<file path="src/sbrg_pkg.sv">
// package of constants and types for the serial baud rate generator
package sbrg_pkg;
   localparam int unsigned data_w = 32;
   localparam int unsigned addr_w = 4;
   localparam logic [addr_w-1:0] off_div_low = 4'h0;
   localparam logic [addr_w-1:0] off_div_high = 4'h4;
   localparam logic [addr_w-1:0] off_ctrl = 4'h8;
   localparam logic [addr_w-1:0] off_status = 4'hc;
   localparam logic [7:0] div_low_reset = 8'h00;
   localparam logic [7:0] div_high_reset = 8'h00;
   localparam int unsigned ctrl_sync_bit = 0;
   localparam int unsigned ctrl_wide_bit = 1;
   localparam int unsigned ctrl_high_speed_bit = 2;
   localparam logic [2:0] ctrl_reset = 3'h0;
   localparam logic [5:0] prescale_slow = 6'h3f;
   localparam logic [5:0] prescale_mid = 6'h0f;
   localparam logic [5:0] prescale_fast = 6'h03;
   localparam logic [1:0] resp_okay = 2'h0;
   localparam logic [1:0] resp_slverr = 2'h2;

   typedef struct packed {
      logic sync_mode;
      logic wide_divisor_select;
      logic high_speed_select;
   } sbrg_mode_t;

   typedef struct packed {
      logic [15:0] baud_divisor;
      logic [5:0] prescale;
   } sbrg_ratio_t;
endpackage

</file>
<file path="src/sbrg_ratio.sv">
// mode decoder: forms divisor and prescale from mode bits
`timescale 1ns/1ps
module sbrg_ratio (
   input wire sbrg_pkg::sbrg_mode_t mode,
   input wire logic [7:0] baud_divisor_low,
   input wire logic [7:0] baud_divisor_high,
   output sbrg_pkg::sbrg_ratio_t ratio
);
   import sbrg_pkg::*;
   always_comb begin
      // pair high and low bytes; high ignored when narrow
      ratio.baud_divisor = mode.wide_divisor_select ? {baud_divisor_high, baud_divisor_low}
                                                    : {8'h00, baud_divisor_low};
      if (mode.sync_mode) begin
         ratio.prescale = prescale_fast;
      end else if (mode.wide_divisor_select) begin
         ratio.prescale = mode.high_speed_select ? prescale_fast : prescale_mid;
      end else begin
         ratio.prescale = mode.high_speed_select ? prescale_mid : prescale_slow;
      end
   end
endmodule

</file>
<file path="src/sbrg_counter.sv">
// prescaler and divisor down counter producing the bit-rate tick
`timescale 1ns/1ps
module sbrg_counter (
   input wire logic aclk,
   input wire logic aresetn,
   input wire sbrg_pkg::sbrg_ratio_t ratio,
   input wire logic restart,
   output logic bit_tick,
   output logic [15:0] count
);
   import sbrg_pkg::*;
   logic [5:0] pre;
   logic [5:0] next_pre;
   logic [15:0] next_count;
   logic next_bit_tick;

   always_comb begin
      next_pre = pre;
      next_count = count;
      next_bit_tick = 1'b0;
      if (restart) begin
         // restart from the newly written divisor
         next_pre = ratio.prescale;
         next_count = ratio.baud_divisor;
      end else if (pre != 6'h00) begin
         next_pre = pre - 6'h01;
      end else begin
         next_pre = ratio.prescale;
         if (count == 16'h0000) begin
            next_count = ratio.baud_divisor;
            next_bit_tick = 1'b1;
         end else begin
            next_count = count - 16'h0001;
         end
      end
   end

   always_ff @(posedge aclk) begin
      if (!aresetn) begin
         pre <= 6'h00;
         count <= 16'h0000;
         bit_tick <= 1'b0;
      end else begin
         pre <= next_pre;
         count <= next_count;
         bit_tick <= next_bit_tick;
      end
   end
endmodule

</file>
<file path="src/sbrg_top.sv">
// serial baud rate generator with axi4-lite register slave
//
// Added by the designer: the address map and the AXI4-Lite register port.
`timescale 1ns/1ps
// Function
// - low divisor byte, read/write, resets zero
// - high divisor byte, read/write, resets zero
// - low byte write restarts counter
// - high byte write restarts counter
// - narrow mode ignores high byte
// - divisor is high and low pair
// - async narrow slow: divide by 64(n+1)
// - async wide slow: divide by 16(n+1)
// - sync mode: divide by 4(n+1)
// - wide select picks sixteen-bit generator
module sbrg_top (
   input wire logic aclk,
   input wire logic aresetn,
   input wire logic [sbrg_pkg::addr_w-1:0] s_axi_awaddr,
   input wire logic s_axi_awvalid,
   output logic s_axi_awready,
   input wire logic [sbrg_pkg::data_w-1:0] s_axi_wdata,
   input wire logic [3:0] s_axi_wstrb,
   input wire logic s_axi_wvalid,
   output logic s_axi_wready,
   output logic [1:0] s_axi_bresp,
   output logic s_axi_bvalid,
   input wire logic s_axi_bready,
   input wire logic [sbrg_pkg::addr_w-1:0] s_axi_araddr,
   input wire logic s_axi_arvalid,
   output logic s_axi_arready,
   output logic [sbrg_pkg::data_w-1:0] s_axi_rdata,
   output logic [1:0] s_axi_rresp,
   output logic s_axi_rvalid,
   input wire logic s_axi_rready,
   output logic bit_tick
);
   import sbrg_pkg::*;

   logic [7:0] baud_divisor_low;
   logic [7:0] baud_divisor_high;
   sbrg_mode_t mode;
   logic [addr_w-1:0] aw_addr;
   logic aw_held;
   logic [data_w-1:0] w_data;
   logic [3:0] w_strb;
   logic w_held;
   logic [7:0] next_baud_divisor_low;
   logic [7:0] next_baud_divisor_high;
   sbrg_mode_t next_mode;
   logic [addr_w-1:0] next_aw_addr;
   logic next_aw_held;
   logic [data_w-1:0] next_w_data;
   logic [3:0] next_w_strb;
   logic next_w_held;
   logic [1:0] next_bresp;
   logic next_bvalid;
   logic [data_w-1:0] next_rdata;
   logic [1:0] next_rresp;
   logic next_rvalid;
   logic do_write;
   logic restart;
   logic next_restart;
   sbrg_ratio_t ratio;
   logic [15:0] count;

   assign s_axi_awready = !aw_held && !s_axi_bvalid;
   assign s_axi_wready = !w_held && !s_axi_bvalid;
   assign s_axi_arready = !s_axi_rvalid;
   assign do_write = aw_held && w_held && !s_axi_bvalid;

   always_comb begin
      next_aw_addr = aw_addr;
      next_aw_held = aw_held;
      next_w_data = w_data;
      next_w_strb = w_strb;
      next_w_held = w_held;
      next_bresp = s_axi_bresp;
      next_bvalid = s_axi_bvalid;
      next_baud_divisor_low = baud_divisor_low;
      next_baud_divisor_high = baud_divisor_high;
      next_mode = mode;
      next_restart = 1'b0;
      if (s_axi_awvalid && s_axi_awready) begin
         next_aw_addr = s_axi_awaddr;
         next_aw_held = 1'b1;
      end
      if (s_axi_wvalid && s_axi_wready) begin
         next_w_data = s_axi_wdata;
         next_w_strb = s_axi_wstrb;
         next_w_held = 1'b1;
      end
      if (s_axi_bvalid && s_axi_bready) begin
         next_bvalid = 1'b0;
      end
      if (do_write) begin
         next_aw_held = 1'b0;
         next_w_held = 1'b0;
         next_bvalid = 1'b1;
         next_bresp = resp_okay;
         unique case (aw_addr)
            off_div_low: begin
               if (w_strb[0]) begin
                  next_baud_divisor_low = w_data[7:0];
                  next_restart = 1'b1;
               end
            end
            off_div_high: begin
               if (w_strb[0]) begin
                  next_baud_divisor_high = w_data[7:0];
                  next_restart = 1'b1;
               end
            end
            off_ctrl: begin
               if (w_strb[0]) begin
                  next_mode.sync_mode = w_data[ctrl_sync_bit];
                  next_mode.wide_divisor_select = w_data[ctrl_wide_bit];
                  next_mode.high_speed_select = w_data[ctrl_high_speed_bit];
               end
            end
            off_status: begin
            end
            default: begin
               next_bresp = resp_slverr;
            end
         endcase
      end
   end

   always_comb begin
      next_rdata = s_axi_rdata;
      next_rresp = s_axi_rresp;
      next_rvalid = s_axi_rvalid;
      if (s_axi_rvalid && s_axi_rready) begin
         next_rvalid = 1'b0;
      end
      if (s_axi_arvalid && s_axi_arready) begin
         next_rvalid = 1'b1;
         next_rresp = resp_okay;
         next_rdata = '0;
         unique case (s_axi_araddr)
            off_div_low: next_rdata[7:0] = baud_divisor_low;
            off_div_high: next_rdata[7:0] = baud_divisor_high;
            off_ctrl: begin
               next_rdata[ctrl_sync_bit] = mode.sync_mode;
               next_rdata[ctrl_wide_bit] = mode.wide_divisor_select;
               next_rdata[ctrl_high_speed_bit] = mode.high_speed_select;
            end
            off_status: next_rdata[15:0] = count;
            default: next_rresp = resp_slverr;
         endcase
      end
   end

   always_ff @(posedge aclk) begin
      if (!aresetn) begin
         aw_addr <= '0;
         aw_held <= 1'b0;
         w_data <= '0;
         w_strb <= '0;
         w_held <= 1'b0;
         s_axi_bresp <= resp_okay;
         s_axi_bvalid <= 1'b0;
         s_axi_rdata <= '0;
         s_axi_rresp <= resp_okay;
         s_axi_rvalid <= 1'b0;
         baud_divisor_low <= div_low_reset;
         baud_divisor_high <= div_high_reset;
         mode <= ctrl_reset;
         restart <= 1'b0;
      end else begin
         aw_addr <= next_aw_addr;
         aw_held <= next_aw_held;
         w_data <= next_w_data;
         w_strb <= next_w_strb;
         w_held <= next_w_held;
         s_axi_bresp <= next_bresp;
         s_axi_bvalid <= next_bvalid;
         s_axi_rdata <= next_rdata;
         s_axi_rresp <= next_rresp;
         s_axi_rvalid <= next_rvalid;
         baud_divisor_low <= next_baud_divisor_low;
         baud_divisor_high <= next_baud_divisor_high;
         mode <= next_mode;
         restart <= next_restart;
      end
   end

   sbrg_ratio u_ratio (
      .mode(mode),
      .baud_divisor_low(baud_divisor_low),
      .baud_divisor_high(baud_divisor_high),
      .ratio(ratio)
   );

   sbrg_counter u_counter (
      .aclk(aclk),
      .aresetn(aresetn),
      .ratio(ratio),
      .restart(restart),
      .bit_tick(bit_tick),
      .count(count)
   );

   // helper: cycles since the last tick or restart, and whether the span since the last tick kept one ratio with no restart
   logic [23:0] gap;
   logic [23:0] next_gap;
   logic clean_gap;
   logic next_clean_gap;
   sbrg_ratio_t ratio_q;

   always_comb begin
      next_gap = gap + 24'h000001;
      next_clean_gap = clean_gap;
      if (restart || bit_tick) begin
         next_gap = 24'h000000;
      end
      if (bit_tick) begin
         next_clean_gap = 1'b1;
      end
      if (restart || ratio != ratio_q) begin
         next_clean_gap = 1'b0;
      end
   end

   always_ff @(posedge aclk) begin
      if (!aresetn) begin
         gap <= 24'h000000;
         clean_gap <= 1'b0;
         ratio_q <= '0;
      end else begin
         gap <= next_gap;
         clean_gap <= next_clean_gap;
         ratio_q <= ratio;
      end
   end

   low_reset_a: assert property (@(posedge aclk)
      $rose(aresetn) |-> baud_divisor_low == 8'h00)
      else $error("low divisor not zero after reset");
   high_reset_a: assert property (@(posedge aclk)
      $rose(aresetn) |-> baud_divisor_high == 8'h00)
      else $error("high divisor not zero after reset");
   low_write_a: assert property (@(posedge aclk) disable iff (!aresetn)
      (do_write && aw_addr == off_div_low && w_strb[0])
      |=> baud_divisor_low == $past(w_data[7:0]))
      else $error("low divisor write lost");
   high_write_a: assert property (@(posedge aclk) disable iff (!aresetn)
      (do_write && aw_addr == off_div_high && w_strb[0])
      |=> baud_divisor_high == $past(w_data[7:0]))
      else $error("high divisor write lost");
   low_read_a: assert property (@(posedge aclk) disable iff (!aresetn)
      (s_axi_arvalid && s_axi_arready && s_axi_araddr == off_div_low)
      |=> s_axi_rdata == {24'h000000, $past(baud_divisor_low)})
      else $error("low divisor read wrong");
   high_read_a: assert property (@(posedge aclk) disable iff (!aresetn)
      (s_axi_arvalid && s_axi_arready && s_axi_araddr == off_div_high)
      |=> s_axi_rdata == {24'h000000, $past(baud_divisor_high)})
      else $error("high divisor read wrong");
   low_restart_a: assert property (@(posedge aclk) disable iff (!aresetn)
      (do_write && aw_addr == off_div_low && w_strb[0]) |=> restart ##1 !bit_tick)
      else $error("low write did not restart counter");
   high_restart_a: assert property (@(posedge aclk) disable iff (!aresetn)
      (do_write && aw_addr == off_div_high && w_strb[0]) |=> restart)
      else $error("high write did not restart counter");
   restart_load_a: assert property (@(posedge aclk) disable iff (!aresetn)
      restart |=> count == $past(ratio.baud_divisor))
      else $error("restart did not reload the divisor");
   narrow_ignore_a: assert property (@(posedge aclk) disable iff (!aresetn)
      !mode.wide_divisor_select |-> ratio.baud_divisor[15:8] == 8'h00)
      else $error("high byte used in narrow mode");
   pair_form_a: assert property (@(posedge aclk) disable iff (!aresetn)
      mode.wide_divisor_select |-> ratio.baud_divisor == {baud_divisor_high, baud_divisor_low})
      else $error("divisor pair wrong");
   slow_period_a: assert property (@(posedge aclk) disable iff (!aresetn)
      (bit_tick && clean_gap && ratio == ratio_q
       && !mode.sync_mode && !mode.wide_divisor_select && !mode.high_speed_select)
      |-> gap + 24'h000001 == 24'h000040 * ({16'h0000, baud_divisor_low} + 24'h000001))
      else $error("narrow slow period wrong");
   wide_period_a: assert property (@(posedge aclk) disable iff (!aresetn)
      (bit_tick && clean_gap && ratio == ratio_q
       && !mode.sync_mode && mode.wide_divisor_select && !mode.high_speed_select)
      |-> gap + 24'h000001
          == 24'h000010 * ({8'h00, baud_divisor_high, baud_divisor_low} + 24'h000001))
      else $error("wide slow period wrong");
   sync_period_a: assert property (@(posedge aclk) disable iff (!aresetn)
      (bit_tick && clean_gap && ratio == ratio_q
       && mode.sync_mode && !mode.wide_divisor_select)
      |-> gap + 24'h000001 == 24'h000004 * ({16'h0000, baud_divisor_low} + 24'h000001))
      else $error("narrow sync period wrong");
   sync_wide_period_a: assert property (@(posedge aclk) disable iff (!aresetn)
      (bit_tick && clean_gap && ratio == ratio_q
       && mode.sync_mode && mode.wide_divisor_select)
      |-> gap + 24'h000001
          == 24'h000004 * ({8'h00, baud_divisor_high, baud_divisor_low} + 24'h000001))
      else $error("wide sync period wrong");
   fast_narrow_period_a: assert property (@(posedge aclk) disable iff (!aresetn)
      (bit_tick && clean_gap && ratio == ratio_q
       && !mode.sync_mode && !mode.wide_divisor_select && mode.high_speed_select)
      |-> gap + 24'h000001 == 24'h000010 * ({16'h0000, baud_divisor_low} + 24'h000001))
      else $error("narrow fast period wrong");
   fast_wide_period_a: assert property (@(posedge aclk) disable iff (!aresetn)
      (bit_tick && clean_gap && ratio == ratio_q
       && !mode.sync_mode && mode.wide_divisor_select && mode.high_speed_select)
      |-> gap + 24'h000001
          == 24'h000004 * ({8'h00, baud_divisor_high, baud_divisor_low} + 24'h000001))
      else $error("wide fast period wrong");
   mid_prescale_a: assert property (@(posedge aclk) disable iff (!aresetn)
      (!mode.sync_mode && mode.wide_divisor_select && !mode.high_speed_select)
      |-> ratio.prescale == 6'h0f)
      else $error("wide slow prescale wrong");
   sync_prescale_a: assert property (@(posedge aclk) disable iff (!aresetn)
      mode.sync_mode |-> ratio.prescale == 6'h03)
      else $error("sync prescale wrong");
   fast_prescale_a: assert property (@(posedge aclk) disable iff (!aresetn)
      (!mode.sync_mode && mode.high_speed_select)
      |-> ratio.prescale == (mode.wide_divisor_select ? 6'h03 : 6'h0f))
      else $error("fast prescale wrong");
endmodule

</file>
<file path="config.mk">
export PLATFORM = sky130hd
export DESIGN_NAME = sbrg_top
export DESIGN_NICKNAME = d
export VERILOG_FILES = /design/src/sbrg_pkg.sv /design/src/sbrg_ratio.sv /design/src/sbrg_counter.sv /design/src/sbrg_top.sv
export SDC_FILE = /design/constraint.sdc
export NUM_CORES = 1
export LEC_CHECK = 0
export BUFFER_PORTS_ARGS = -buffer_cell sky130_fd_sc_hd__buf_4
export CORE_AREA = 5 5 99 101
export DETAILED_ROUTE_END_ITERATION = 10
export DIE_AREA = 0 0 104 106
export PLACE_DENSITY = 0.74
export SLEW_MARGIN = 25
export SYNTH_ARGS = -nofsm -noshare
export SYNTH_HDL_FRONTEND = slang
export SYNTH_SLANG_ARGS = --single-unit
</file>
<file path="constraint.sdc">
create_clock -name aclk -period 1.8 [get_ports aclk]
set_input_delay 0.18 -clock aclk [delete_from_list [all_inputs] [get_ports aclk]]
set_output_delay 0.18 -clock aclk [all_outputs]
set_load 0.05 [all_outputs]
</file>
==> out/results.tsv <==
metric	value	unit
synth.avg_cell_area	8.89	um2
timing.fmax	564	MHz
crit_path_end_kind	flop	
die_x	104	um
synth_top_area_share	41.7	%
slowest_delay	0.34	ns
gp_congestion	0.907	
start_util	41.9	%
dr.pass1.iters	4	
fin_total_pwr	8.93	mW
p_comb_share	58.7	%
vias	3229	
routedWlPerCell	15.5	um
top_level_ports	93	
grt_pass1_vias	3089	
multiInputGateArea	2110	um2
grt_pass1_wl	15200	um
grt_max_degree	43	
start_kind	flop	
crit_slowest_cell	dfxtp_2	
ir_drop	0.728	mV
ys.flop_type	dfxtp_1	
hold_class	in -> reg	
reg2reg_from	u_counter.count[1]	
die_h	106	um
setup_viol	0	
overflow	0	
async_flop_share	0	%
p_seq_share	26.2	%
reg2reg_setup_slack	0.03	ns
dieArea	11000	um2
pwr_density_cell	1900	nW/um2
path_cells	inv_2 > ha_4 > nor4b_4 > buf_4 > a41oi_2 > nor3_4 > o2bb2ai_1 > a21o_1	
ant_nets	0	
synth_cell_types	60	
status	completed	
leakagePower	1.97	nW
port_buffers	47	
cts_buffer_depth	2	
min_from	s_axi_awaddr[1]	
grt_use_total	16.6	%
sw_frac_of_total	43.3	%
ff2ff_path_depth	8	
h-tree-depth	3	
whs	0.0605	ns
diodes	0	
cts_tree	done	
core	8930	um2
synth-seq-cells	78	
drt_iter0_drc	159	
hpwl	6870	um
skew	0.0128	ns
area_growth	25.5	%
rsz0062_at_grt	yes	
finalHoldViolCount	0	
startpoint	u_counter.count[1]	
p_int	5.06	mW
antenna_found_initial	0	
synth_edf_count	0	
required	2.09	ns
regArea	1570	um2
syn_area	3740	um2
clk_latency	0.35	ns
drive_gt1_share	29.6	%
crit_end	u_counter.count[8]	
slew_headroom	66.1	%
syn_inst	421	
tightestPinTransition	0.508	ns
p_switching	3.86	mW
clkTransAtPathRegs	0.09	ns
cts_inserted_buffers	9	
n_fill_cell	827	
yosys.area.top_type	dfxtp_1	
via_per_inst	5.35	
fin_nets	543	
dp_slack	-0.0616	ns
r2r-end	u_counter.count[8]	
drc	0	
setup_ws	0.0259	ns
finalWirelength	9390	um
timing_worst_setup_path_type	reg -> reg	
rows	35	
slew_violations	0	
finalCritPeriodShare	98.6	%
min_period	1.77	ns
synth_seq_area_share	41.7	%
clock-root-buffer	clkbuf_8	
maxCapViolCount	0	
clkSinkCount	78	
crit_fanout	5	
synth_area_leaders	dfxtp_1 42%, mux2i_1 7.5%, nor2_1 5.7%	
clkPwrFrac	15.1	%
critPathArrivalTime	2.07	ns
ys.warnings.count	0	
[how the worst min path moves through the flow]
| stage | end | slack, ns | cells past startpoint |
|---|---|---|---|
| floorplan | w_data[3] | 0.32 | 2 |
| global placement | aw_addr[2] | 0.41 | 3 |
| detailed placement | aw_addr[3] | 0.43 | 3 |
| CTS | aw_addr[1] | 0.06 | 3 |
| global route | aw_addr[1] | 0.05 | 3 |
| finish | aw_addr[1] | 0.06 | 3 |
[cell type report]
class | count | share of cell area [%]
clock buffer | 9 | 2.64
clock inverter | 7 | 1.73
inverter | 11 | 0.879
multi-input combinational | 308 | 44.9
sequential | 78 | 33.4
tap | 111 | 2.96
timing repair buffer | 80 | 13.5
[metal layers]
| layer | vias up | GRT usage, % | share of wire (%) |
|---|---|---|---|
| li1 | 1589 | - | - |
| met1 | 1541 | 21.1 | 45 |
| met4 | 0 | 5.83 | 1.2 |
| met3 | 10 | 3.70 | 5.5 |
| met2 | 89 | 27.7 | 49 |
| met5 | - | 0 | 0 |
[cell families after synthesis]
logic type	synth area share (%)
flip-flops	41.7
XOR/XNOR	1.17
adder cells (fa/ha/maj)	1.34
AND/OR/NAND/NOR	22.3
other	0.100
multiplexers	9.40
AO/OA/AOI/OAI	16.4
buffers and inverters	7.49
[worst max-delay path: cells and delay by family (launching register included)]
family          cells  cell delay, ns
compound gates      3            0.46
buf+inv             2            0.24
simple gates        2            0.54
fa+ha+maj           1            0.13
flops               1            0.34
[per-stage QoR]
step                cell area [um2]  setup TNS [ns]  std cells  util [%]
finish                         4700               0        604      52.6
detailed placement             4290          -0.160        584      48.1
CTS                            4540         -0.0231        600      50.8
global route                   4700          -0.343        604      52.6
floorplan                      3810               0        438         -
global placement               4290         -0.0289        584      48.1
[layout by cell type (no fill, tap or decap), drive strengths merged, types with 4 or more instances in the layout]
master,count
a31oi,6
and2,4
o21ai,19
nor3,20
nor2,58
nand2b,6
xnor2,4
a22oi,16
a32oi,4
conb,18
nand3,6
ha,4
clkbuf,9
nor4,7
mux2i,28
inv,13
dfxtp,78
nand2,37
buf,80
a21oi,36
[timing repair]
action / in CTS / in global routing
resized for setup: 8 / 29
buffers inserted: 0 / 5
gates cloned: 0 / 0
pin swaps: 0 / 18
hold buffers: 0 / 0
setup endpoints to repair: 7 / 20
[registers in the layout (all words and copies together) (netlist names), 3 cells and up]
signal             flops
u_counter.pre          6
s_axi_rdata           16
u_counter.count       16
baud_divisor_low       8
baud_divisor_high      8
w_data                 8
aw_addr                4
mode                   3
[power by group through the flow]
stage                     combinational (mW)  sequential, mW  clock [mW]
final                                   5.24            2.34        1.35
after global routing                    5.69            2.38        1.44
after CTS                               4.42            2.30        1.38
after detailed placement                4.21            2.33           0
after global placement                  4.15            2.32           0
after floorplan                         2.79            2.37           0
[Yosys cell counts (8+ instances only)]
cell type,number
o21ai_0,11
clkbuf_1,17
nor3_1,15
mux2i_1,28
inv_1,10
o21ai_1,8
nand2_1,37
dfxtp_1,78
nor2_1,57
a22oi_1,16
a21oi_1,36
buf_4,18
Power figures use the tool's default switching activity.
